$ cat config.mk
export PLATFORM = sky130hd
export DESIGN_NAME = scwd_decoder
export DESIGN_NICKNAME = d
export VERILOG_FILES = /design/src/shared/scwd_pkg.sv /design/src/rtl/scwd_decoder.sv
export VERILOG_INCLUDE_DIRS = /design/src /design/src/shared
export SDC_FILE = /design/constraint.sdc
export NUM_CORES = 1
export LEC_CHECK = 0
export ABC_AREA = 1
export BUFFER_PORTS_ARGS = -buffer_cell sky130_fd_sc_hd__clkbuf_2
export CAP_MARGIN = 10
export CORE_MARGIN = 1
export CORE_UTILIZATION = 40
export DETAILED_ROUTE_END_ITERATION = 12
export PLACE_DENSITY_LB_ADDON = 0.1
export SLEW_MARGIN = 10
export SYNTH_ARGS = -nofsm -noshare
export SYNTH_HDL_FRONTEND = slang
export SYNTH_SLANG_ARGS = --single-unit
$ cat constraint.sdc
create_clock -name sys_clk -period 2 [get_ports sys_clk]
set_input_delay 0.2 -clock sys_clk [delete_from_list [all_inputs] [get_ports sys_clk]]
set_output_delay 0.2 -clock sys_clk [all_outputs]
set_load 0.03 [all_outputs]
$ cat src/shared/scwd_consts.svh
// constants for the sensor configuration word decoder
// assumes a 16-bit word store of 32 words reached by word index
`ifndef SCWD_CONSTS_SVH
`define SCWD_CONSTS_SVH

`define SCWD_WORD_COUNT 32
`define SCWD_ADDR_W 5
`define SCWD_DATA_W 16
`define SCWD_COIL_W 13

// word indices of the configuration store
`define SCWD_W_ANALOG 5'h01
`define SCWD_W_CORR_A 5'h02
`define SCWD_W_CORR_B 5'h03
`define SCWD_W_CORR_C 5'h04
`define SCWD_W_CORR_D 5'h05
`define SCWD_W_SERIAL 5'h16
`define SCWD_W_PSI_A 5'h17
`define SCWD_W_PSI_B 5'h18
`define SCWD_W_OUTPUT_SELECTION 5'h19
`define SCWD_W_OSC 5'h1a
`define SCWD_W_MSG 5'h1b
`define SCWD_W_USER_MESSAGE_ID 5'h1c
`define SCWD_W_MISC 5'h1d

// reset image of the words that carry a non-zero default
`define SCWD_RST_ANALOG 16'h0003
`define SCWD_RST_OUTPUT_SELECTION 16'he000
`define SCWD_RST_USER_MESSAGE_ID 16'h00ff
`define SCWD_RST_MISC 16'h8800

// field positions
`define SCWD_GAIN_POL 10
`define SCWD_GAIN_HI 9
`define SCWD_GAIN_LO 7
`define SCWD_OSCILLATOR_TAIL_CURRENT_HI 6
`define SCWD_OSCILLATOR_TAIL_CURRENT_LO 5
`define SCWD_RATE_HI 2
`define SCWD_FILT_BIT 15
`define SCWD_SWAP_BIT 14
`define SCWD_ERRCS_BIT 4

// update-rate codes and the divide shifts they select
`define SCWD_RATE_MIN 3'h3
`define SCWD_RATE_MAX 3'h6
`define SCWD_DIV_SHIFT_OFS 3'h0
`define SCWD_DIV_SHIFT_DEF 3'h6

// reserved bounds of coded fields
`define SCWD_PROTO_MAX 4'hc
`define SCWD_PSIFR_MAX 3'h4
`define SCWD_PSISTS_MAX 2'h2
`define SCWD_DRB_MAX 4'hc
`define SCWD_DRA_MAX 4'he

// cycles spent copying the store into the shadow registers after reset
`define SCWD_LOAD_CYCLES 6'h20

`endif

$ cat src/shared/scwd_pkg.sv
// types shared by the sensor configuration word decoder
// assumes the constants header is included where needed
package scwd_pkg;
	typedef enum logic [0:0] {
		SCWD_LOAD,
		SCWD_RUN
	} scwd_state_type;
	typedef logic [15:0] scwd_word_type;
endpackage

$ cat src/rtl/scwd_decoder.sv
// configuration word store and field decoder for an inductive sensor front end
// assumes a same-clock register master and coil samples from same-clock adc logic
// What this block does
// - gain field top bit is polarity, lower three bits give magnitude
// - gain code zero is nominal, 1000 minimum, 0111 maximum, steps about 3%
// - tail current code gives normal, half, quarter, eighth; feedback always on
// - update-rate codes 011..110 divide the clock by 8, 16, 32, 64 for adcs
// - pwm frequency equals adc update rate when pwm output is selected
// - filter bit 0 picks sinc alone, 1 picks sinc then fir
// - swap bit set exchanges sine and cosine coil inputs
// - seven-bit signed gain mismatch correction between the two channels
// - ten-bit signed dynamic offset for first coil, split over two words
// - ten-bit signed static offset for the first coil channel
// - ten-bit signed offset for second coil, split over two words
// - ten-bit signed dynamic offset for second coil, split over two words
// - hold eleven-bit frame length count and one-bit pause pulse enable
// - one bit selects the error check method of psi frames
// - two-bit threshold-detect source select, default zero
`timescale 1ns/1ps
`default_nettype none
`include "scwd_consts.svh"

module scwd_decoder
	import scwd_pkg::*;
(
	input wire logic sys_clk,
	input wire logic srst,
	input wire logic [4:0] reg_addr,
	input wire logic [15:0] reg_wdata,
	input wire logic reg_wr,
	input wire logic reg_rd,
	output logic [15:0] reg_rdata,
	input wire logic [12:0] first_coil_input,
	input wire logic [12:0] second_coil_input,
	output logic cfg_ready,
	output logic cfg_reserved_code,
	output logic gain_polarity,
	output logic [2:0] gain_magnitude,
	output logic [3:0] amplifier_gain_adjust,
	output logic [1:0] tail_current_shift,
	output logic osc_feedback_enable,
	output logic [2:0] update_rate_select,
	output logic adc_sample_tick,
	output logic pwm_period_tick,
	output logic digital_filter_fir,
	output logic [12:0] cosine_path,
	output logic [12:0] sine_path,
	output logic signed [6:0] gain_mismatch_correction,
	output logic signed [9:0] ch1_dynamic_offset,
	output logic signed [9:0] ch1_static_offset,
	output logic signed [9:0] ch2_offset_a,
	output logic signed [9:0] ch2_offset_b,
	output logic [3:0] serial_protocol_select,
	output logic [10:0] frame_length_ticks,
	output logic pause_pulse_enable,
	output logic psi_error_check_select,
	output logic [1:0] threshold_source_select,
	output logic [14:0] output_selection,
	output logic [2:0] watchdog_scale
);
	scwd_word_type word_r [0:31];
	scwd_state_type state_r;
	logic [5:0] load_cnt_r;
	logic [5:0] div_cnt_r;
	logic [5:0] div_limit;
	logic [2:0] div_shift;
	logic rate_reserved;
	logic code_reserved;
	logic proto_reserved;
	logic psi_frame_reserved;
	logic psi_status_reserved;
	logic region_b_reserved;
	logic region_a_reserved;
	logic [15:0] w_an;
	logic [15:0] w_ca;
	logic [15:0] w_cb;
	logic [15:0] w_cc;
	logic [15:0] w_cd;
	logic [15:0] w_se;
	logic [15:0] w_pa;
	logic [15:0] w_pb;
	logic [15:0] w_oc;
	logic running;

	function automatic scwd_word_type rst_word(input logic [4:0] idx);
		scwd_word_type v;
		v = 16'h0000;
		case (idx)
			`SCWD_W_ANALOG: v = `SCWD_RST_ANALOG;
			`SCWD_W_OUTPUT_SELECTION: v = `SCWD_RST_OUTPUT_SELECTION;
			`SCWD_W_USER_MESSAGE_ID: v = `SCWD_RST_USER_MESSAGE_ID;
			`SCWD_W_MISC: v = `SCWD_RST_MISC;
			default: v = 16'h0000;
		endcase
		return v;
	endfunction

	assign w_an = word_r[`SCWD_W_ANALOG];
	assign w_ca = word_r[`SCWD_W_CORR_A];
	assign w_cb = word_r[`SCWD_W_CORR_B];
	assign w_cc = word_r[`SCWD_W_CORR_C];
	assign w_cd = word_r[`SCWD_W_CORR_D];
	assign w_se = word_r[`SCWD_W_SERIAL];
	assign w_pa = word_r[`SCWD_W_PSI_A];
	assign w_pb = word_r[`SCWD_W_PSI_B];
	assign w_oc = word_r[`SCWD_W_OSC];
	assign running = (state_r == SCWD_RUN);

	// the whole store is written verbatim; reserved and id bits are the
	// writer's to preserve, so no read-modify-write is done here
	// verbatim word store
	always_ff @(posedge sys_clk) begin
		if (srst) begin
			for (int i = 0; i < `SCWD_WORD_COUNT; i++) begin
				word_r[i] <= rst_word(5'(i));
			end
		end else if (reg_wr) begin
			word_r[reg_addr] <= reg_wdata;
		end
	end

	// every index is mapped, so a read always answers with a word
	// zero outside the answer cycle, so read data can be or-ed onto a shared bus
	always_ff @(posedge sys_clk) begin
		if (srst) begin
			reg_rdata <= 16'h0000;
		end else if (reg_rd) begin
			reg_rdata <= word_r[reg_addr];
		end else begin
			reg_rdata <= 16'h0000;
		end
	end

	// fixed load time stands in for the copy out of the slow store
	// load before use
	always_ff @(posedge sys_clk) begin
		if (srst) begin
			state_r <= SCWD_LOAD;
			load_cnt_r <= 6'h00;
		end else begin
			case (state_r)
				SCWD_LOAD: begin
					load_cnt_r <= load_cnt_r + 6'h01;
					if (load_cnt_r == `SCWD_LOAD_CYCLES - 6'h01) begin
						state_r <= SCWD_RUN;
					end
				end
				SCWD_RUN: begin
					load_cnt_r <= load_cnt_r;
				end
				default: begin
					state_r <= SCWD_LOAD;
					load_cnt_r <= 6'h00;
				end
			endcase
		end
	end

	// lags the run state by one cycle so it rises with the first loaded shadows
	always_ff @(posedge sys_clk) begin
		if (srst) begin
			cfg_ready <= 1'b0;
		end else begin
			cfg_ready <= running;
		end
	end

	always_ff @(posedge sys_clk) begin
		if (srst) begin
			gain_polarity <= 1'b0;
			gain_magnitude <= 3'h0;
			amplifier_gain_adjust <= 4'h0;
		end else if (running) begin
			gain_polarity <= w_an[`SCWD_GAIN_POL];
			gain_magnitude <= w_an[`SCWD_GAIN_HI:`SCWD_GAIN_LO];
			amplifier_gain_adjust <= w_an[`SCWD_GAIN_POL:`SCWD_GAIN_LO];
		end
	end

	// feedback is on for every tail code; kept in a flop so the output is registered
	// tail current shift
	always_ff @(posedge sys_clk) begin
		if (srst) begin
			tail_current_shift <= 2'h0;
			osc_feedback_enable <= 1'b1;
		end else if (running) begin
			tail_current_shift <= w_an[`SCWD_OSCILLATOR_TAIL_CURRENT_HI:`SCWD_OSCILLATOR_TAIL_CURRENT_LO];
			osc_feedback_enable <= 1'b1;
		end
	end

	// reserved rate codes fall back to the slowest divide so the adcs
	// keep sampling at a safe rate rather than stopping
	// rate code range
	assign rate_reserved = (w_an[`SCWD_RATE_HI:0] < `SCWD_RATE_MIN) ||
		(w_an[`SCWD_RATE_HI:0] > `SCWD_RATE_MAX);
	assign div_shift = rate_reserved ? `SCWD_DIV_SHIFT_DEF :
		(w_an[`SCWD_RATE_HI:0] + `SCWD_DIV_SHIFT_OFS);
	assign div_limit = 6'((7'h01 << div_shift) - 7'h01);

	// raw code is passed on even when reserved; the divider applies its own fallback
	always_ff @(posedge sys_clk) begin
		if (srst) begin
			update_rate_select <= 3'h0;
		end else if (running) begin
			update_rate_select <= w_an[`SCWD_RATE_HI:0];
		end
	end

	// a rate change applies to the period in progress if the count is below
	// the new limit, otherwise the counter restarts at once
	// sampling divider
	always_ff @(posedge sys_clk) begin
		if (srst) begin
			div_cnt_r <= 6'h00;
			adc_sample_tick <= 1'b0;
		end else if (!running) begin
			div_cnt_r <= 6'h00;
			adc_sample_tick <= 1'b0;
		end else if (div_cnt_r >= div_limit) begin
			div_cnt_r <= 6'h00;
			adc_sample_tick <= 1'b1;
		end else begin
			div_cnt_r <= div_cnt_r + 6'h01;
			adc_sample_tick <= 1'b0;
		end
	end

	// same compare as the adc tick, so both pulses fall in one cycle
	// pwm at update rate
	always_ff @(posedge sys_clk) begin
		if (srst) begin
			pwm_period_tick <= 1'b0;
		end else begin
			pwm_period_tick <= running && (div_cnt_r >= div_limit);
		end
	end

	always_ff @(posedge sys_clk) begin
		if (srst) begin
			digital_filter_fir <= 1'b0;
		end else if (running) begin
			digital_filter_fir <= w_ca[`SCWD_FILT_BIT];
		end
	end

	// coil samples stay zero until the swap setting has been loaded
	// coil input swap
	always_ff @(posedge sys_clk) begin
		if (srst) begin
			cosine_path <= 13'h0000;
			sine_path <= 13'h0000;
		end else if (!running) begin
			cosine_path <= 13'h0000;
			sine_path <= 13'h0000;
		end else if (w_ca[`SCWD_SWAP_BIT]) begin
			cosine_path <= second_coil_input;
			sine_path <= first_coil_input;
		end else begin
			cosine_path <= first_coil_input;
			sine_path <= second_coil_input;
		end
	end

	// fields spanning two words take their upper bits from the lower-index word
	always_ff @(posedge sys_clk) begin
		if (srst) begin
			gain_mismatch_correction <= 7'sh00;
			ch1_dynamic_offset <= 10'sh000;
			ch1_static_offset <= 10'sh000;
			ch2_offset_a <= 10'sh000;
			ch2_offset_b <= 10'sh000;
		end else if (running) begin
			gain_mismatch_correction <= w_ca[13:7];
			ch1_dynamic_offset <= {w_ca[6:0], w_cb[15:13]};
			ch1_static_offset <= w_cb[12:3];
			ch2_offset_a <= {w_cb[2:0], w_cc[15:9]};
			ch2_offset_b <= {w_cc[8:0], w_cd[15]};
		end
	end

	always_ff @(posedge sys_clk) begin
		if (srst) begin
			serial_protocol_select <= 4'h0;
			frame_length_ticks <= 11'h000;
			pause_pulse_enable <= 1'b0;
			psi_error_check_select <= 1'b0;
		end else if (running) begin
			// protocol code is only stored; framing belongs to the output logic
			serial_protocol_select <= w_se[15:12];
			frame_length_ticks <= w_se[11:1];
			pause_pulse_enable <= w_se[0];
			psi_error_check_select <= w_pa[`SCWD_ERRCS_BIT];
		end
	end

	always_ff @(posedge sys_clk) begin
		if (srst) begin
			threshold_source_select <= 2'h0;
			output_selection <= 15'h0000;
			watchdog_scale <= 3'h0;
		end else if (running) begin
			threshold_source_select <= w_oc[3:2];
			// bit 0 of this word is the oscillator dac control, not decoded here
			output_selection <= word_r[`SCWD_W_OUTPUT_SELECTION][15:1];
			// the block does not enforce the advised pairing with the rate
			// watchdog scale passed on
			watchdog_scale <= word_r[`SCWD_W_MISC][13:11];
		end
	end

	// reserved code flag
	// each coded field is checked on its own so a new bound is a one-line change
	assign proto_reserved = (w_se[15:12] > `SCWD_PROTO_MAX);
	assign psi_frame_reserved = (w_pa[11:9] > `SCWD_PSIFR_MAX);
	assign psi_status_reserved = (w_pa[8:7] > `SCWD_PSISTS_MAX);
	assign region_b_reserved = (w_pa[3:0] > `SCWD_DRB_MAX);
	assign region_a_reserved = (w_pb[15:12] > `SCWD_DRA_MAX);
	assign code_reserved = rate_reserved || proto_reserved || psi_frame_reserved ||
		psi_status_reserved || region_b_reserved || region_a_reserved;

	always_ff @(posedge sys_clk) begin
		if (srst) begin
			cfg_reserved_code <= 1'b0;
		end else begin
			cfg_reserved_code <= running && code_reserved;
		end
	end
endmodule

`default_nettype wire

## After elaboration in Yosys (flattened, before gate mapping)

Memories as Yosys holds them, arrays and structs flattened. A register that Yosys moved wholly into a read port is not among the register bits.
Index checks and enable logic that the tools add are counted.

- Add/subtract/negate cells: 3
- $lt $le $gt $ge: 8
- Equality and inequality tests: 1
- Shifts and indexed selects: 1
- Multiplexer cells: 20
- Bitwise gates (word level): 2
- Reductions and logical operators: 12

Operator list:

| operator | count |
|---|---|
| two-way mux 16 bit | 6 |
| two-way mux 13 bit | 2 |
| OR reduction 16 bit | 1 |
| adder 6 x 1 -> 6 bit, second input constant | 2 |
| > comparator 4 bit, second input constant | 3 |
| two-way mux 1 bit | 9 |
| equality test 6 x 5 -> 1 bit, second input constant | 1 |
| >= comparator 6 bit | 1 |
| > comparator 3 bit, second input constant | 2 |
| logical OR 1 bit | 6 |
| two-way mux 6 bit | 1 |
| << shifter 1 x 3 -> 6 bit, first input constant | 1 |
| subtractor 6 x 1 -> 6 bit, second input constant | 1 |
| two-way mux 5 bit | 1 |
| OR reduction 2 bit | 2 |
| less-than comparator 3 x 2 -> 1 bit, second input constant | 1 |
| two-way mux 3 bit | 1 |
| OR reduction 3 bit | 1 |
| > comparator 2 bit, second input constant | 1 |
| logical AND 1 bit | 2 |
| NOT 1 bit | 2 |

- Flip-flop bits (word level): 91
- Memory bits (writable): 512
- Input port bits: 51
- Output and inout bits: 145
- Logic and storage cells: 69
- Memories: 1

Memory list:

| name | words | bits a word | rd ports | clocked after memory_dff | write ports | line | source |
|---|---|---|---|---|---|---|---|
| word_r | 32 | 16 | 12 | 7 | 32 | scwd_decoder.sv:61 | `scwd_word_type word_r [0:31];` |

## Logic depth before layout (Yosys ltp)

An unclocked memory read counts as a cell.

- Depth after elaboration: 9
- Gate-level depth with buffers: 12
- Gate-level depth less buffers: 12

## Worst setup path before layout

Ideal clock, no wire load.

- Path type: input-to-reg
- Start point: input port reg_addr[1]
- End point: memory word_r[14][0] (netlist name), enable pin
- Library setup time: 0.372 ns
- Arrival time: 1.714 ns
- Required time: 1.628 ns
- Path slack: -0.086 ns
- Cell stages on the path: 6
- Path buffers: 2
- Cells stage by stage: buf_2 -> clkinv_1 -> nor3_4 -> nand2_2 -> clkbuf_1 -> nand2_1

RTL lines:

| what | line | source |
|---|---|---|
| start: declaration | scwd_decoder.sv:28 | `input wire logic [4:0] reg_addr,` |
| end: declaration | scwd_decoder.sv:61 |  |

## Final worst setup path

- Start point: input port srst
- End point: register sine_path[4]

- Cells in the longest elaborated chain, start to end: 1

Ends and longest elaborated chain:

| what | line | source |
|---|---|---|
| start: declaration | scwd_decoder.sv:27 | `input wire logic srst,` |
| OR reduction 2 bit (no line) | n/a |  |
| end signal: assignment | scwd_decoder.sv:258 | `sine_path <= first_coil_input;` |
| end signal: assignment | scwd_decoder.sv:261 | `sine_path <= second_coil_input;` |
| end: declaration | scwd_decoder.sv:47 | `output logic [12:0] sine_path,` |

Every way passes these cells.
A chain may end at the register's enable or synchronous reset.

==> key figures <==
Cells and area
  – Post-layout net count: around 3600
  – Most common cell after layout, fill and taps aside: nand2_1
  – Syn-to-layout area delta: 21.1%
  – Antenna diodes: 0
  – Fill count: a little under 7000
  – Fin cells: roughly 4600
  – Register area: around 18000 sq um
  – Commonest non-fill, non-tap cells in the layout: nand2_1 (1363), nor2_1 (692), edfxtp_1 (512)
  – Share of post-route cells with drive strength above 1: between 10 and 15%
  – Multi-input logic area: just over 9000 sq um

Floorplan
  – Initial Util: about two fifths
  – Die H: between 200 and 300 microns
  – Die Wd: 271 microns
  – Row count: between 90 and 100
  – I/O pin count: a little under 200
  – Core area: about 71000 sq um
  – Area of the die: between 70000 and 80000 sq um

Global route
  – First-pass GRT wire length: 136 mm
  – Gr usage total: about 25%
  – Total grt overflow: 0
  – Vias in the first global route: ~23000
  – Initial antenna violation count: 2
  – Largest net degree at the start of global routing: 131

Synthesis
  – Seq/Total Area, Yosys: a little under two thirds
  – Synth Register Bits: 665
  – Synth Area in Compound Gates: under 10%
  – Post-Synthesis Cells: between 3000 and 4000
  – Synth Area in Adders: less than 1%
  – Distinct cells, synth: 27
  – Post-synthesis mux area share: 0%
  – Post-synthesis simple-gate area fraction: approximately 28%
  – Post-synthesis xor/xnor area fraction: less than 1%
  – Synth Area per Inst: between 8 and 9 sq um
  – Cell area after synthesis: roughly 29000 sq um
  – Largest family of logic cells by synthesized area: simple AND/OR/NAND/NOR gates
  – Synth Warn #: 0

Timing
  – Slew Viols, Final: 0
  – Hold Fails Final Rpt: 0
  – Worst Tran Pin Value: 0.655 ns
  – WHS: about 0.094 ns
  – Max Clock Freq: 0.516 GHz
  – Fin crit period: 1.94 ns
  – Unrepaired setup endpoints after global routing: false
  – Final setup vio count: 0
  – Clock Skew: between 0.02 and 0.025 ns
  – Slew Limit Headroom: between 50 and 60%
  – Final Cycle Share: 96.8%

Clocking
  – Num CTS Buffers: 76
  – Postcts setup bufs: 0
  – Worst-skew pair later-pin latency: 0.62 ns
  – Clk slew on worst S/H paths: 0.06 ns
  – H-tree Lvls: 3
  – Clock sinks: ~670
  – Clock buffer depth: 3
  – CTS tree: yes
  – Clk root buf: clkbuf_16

Worst setup path
  – Critical path type: in2reg
  – R2R setup slack: approximately 0.11 ns
  – CP endpoint kind: flop
  – CP startpoint: srst
  – Worst r2r path cells: 5
  – CP Capture Point: sine_path[4]
  – Critical Path Fanout Max: 12
  – Reg2reg end: sine_path[4]
  – Worst Path Required: ~2.6 ns
  – Reg-to-Reg Start: running
  – Worst Setup Start Kind: primary input
  – Arrival time worst endpoint: roughly 2.5 ns

Power and ir drop
  – Leakage: approximately 16 nW
  – PwrDens: approximately 910 nW/um^2
  – Peak supply drop: between 0.6 and 0.7 mV

Route
  – Routed Antenna Nets: 0
  – DRC viols: 0
  – Final WL: roughly 90 mm
  – DRT Pass-1 Iters: 7
  – DRT iter0 DRCs: approximately 1900
  – WL per Instance: 19.8 microns
  – Via count: between 20000 and 25000
  – Vias/cell: about 5.0

Placement
  – Port Buffer Count: slightly below 200
  – HPWL after detailed placement: roughly 60 mm
  – Final RePlAce weighted congestion: ~0.85
  – Cells after DPL: around 4400

Worst hold path
  – Hold wc startpoint: reg_wdata[0]
  – HP Class: in2reg

Run status
  – Status: complete, no violations

Run
  – Maxcap violations: 0
-- cells in the mapped netlist --
cell      number  share of area, %
buf_4          5              0.13
buf_1         13              0.17
nor3b_1        2             0.052
nor3_1        10              0.17
o31ai_1        1             0.026
nand4_1        2             0.043
xnor2_1        1             0.030
ha_1           9              0.39
dfxtp_1      153                11
o21ai_0      129               2.2
a21oi_1       69               1.2
inv_2          3             0.039
nor3_4         3              0.17
clkinv_1       2             0.026
o211ai_1       2             0.052
nand2_2       16              0.35
clkbuf_1     163               2.1
nand3_1       21              0.36
xor2_1         3             0.091
conb_1         1             0.013
nand2_1     1370                18
edfxtp_1     512                53
nor2_1       694               9.0
inv_1         66              0.86
nor2_2         2             0.043
buf_2         43              0.75
a211oi_1       1             0.026
-- worst max-delay path: stages --
cell and delay [ns]:
dlygate4sd3_1 0.54, clkbuf_2 0.15, buf_4 0.16, nor2_1 0.32, clkinvlp_4 0.34, a21oi_1 0.20, dlygate4sd3_1 0.57
-- final cells by class --
cell class,instances,area share [%]
clock buffer,109,6.44
clock inverter,30,0.594
inverter,71,0.808
multi-input combinational,2339,26.7
sequential,665,52.7
tap,950,3.40
timing repair buffer,392,9.37
timing repair inverter,1,0.0143
-- per-stage QoR --
step	setup slack [ns]	instance area [sq um]	TNS [ns]	power, mW	util (%)
after global routing	0.0176	35000	0	33.0	48.9
after detailed placement	-0.0990	32100	-0.140	18.5	44.9
after global placement	-0.0955	32100	-0.123	18.4	44.9
after floorplan	-0.0859	28900	-13.03	17.2	-
after CTS	0.0784	35000	0	32.2	48.9
final	0.0634	35000	0	31.9	48.9
-- power by group --
part	internal [mW]	leakage [nW]	total, mW	switching [mW]
Combinational	0.776	8.30	2.54	1.76
Sequential	15.4	6.11	15.7	0.230
Clock	8.10	1.21	13.7	5.63
-- cell families after synthesis --
group	after synthesis
xor gates and xnor gates	4
other	1
AOI/OAI and AO/OA	202
buffers and inverters	295
and+or+nand+nor	2120
adders and majority gates	9
DFF	665
-- flip-flops by register name (all words and copies together) (netlist names), 3 cells and up --
name,flops
gain_mismatch_correction,7
serial_protocol_select,4
load_cnt_r,6
watchdog_scale,3
ch2_offset_b,10
output_selection,15
ch1_dynamic_offset,10
word_r,512
sine_path,13
ch2_offset_a,10
reg_rdata,16
update_rate_select,3
cosine_path,13
frame_length_ticks,11
ch1_static_offset,10
div_cnt_r,6
-- what timing repair did --
action	4_1_cts	5_1_grt
endpoints found under the setup margin	0	10
hold buffers	38	0
endpoints found under the hold margin	30	0
resized for setup	0	5
-- worst min path at each step --
| stage | endpoint | slack (ns) | depth (start not counted) |
|---|---|---|---|
| after floorplan | load_cnt_r[4] | 0.27 | 1 |
| after global placement | sine_path[8] | 0.45 | 3 |
| after detailed placement | cosine_path[7] | 0.46 | 3 |
| after CTS | word_r[1][0] | 0.07 | 4 |
| after global routing | word_r[1][0] | 0.1 | 4 |
| final | word_r[1][0] | 0.09 | 4 |
-- routing by layer --
| layer | vias up | GRT usage, % | part of all wire, % |
|---|---|---|---|
| met2 | 683 | 40.5 | 48 |
| met5 | - | 0 | 0.031 |
| met4 | 4 | 8.09 | 3.1 |
| met3 | 141 | 4.46 | 5.9 |
| li1 | 10981 | - | - |
| met1 | 10927 | 32.5 | 43 |
(Power assumes the default switching activity.)
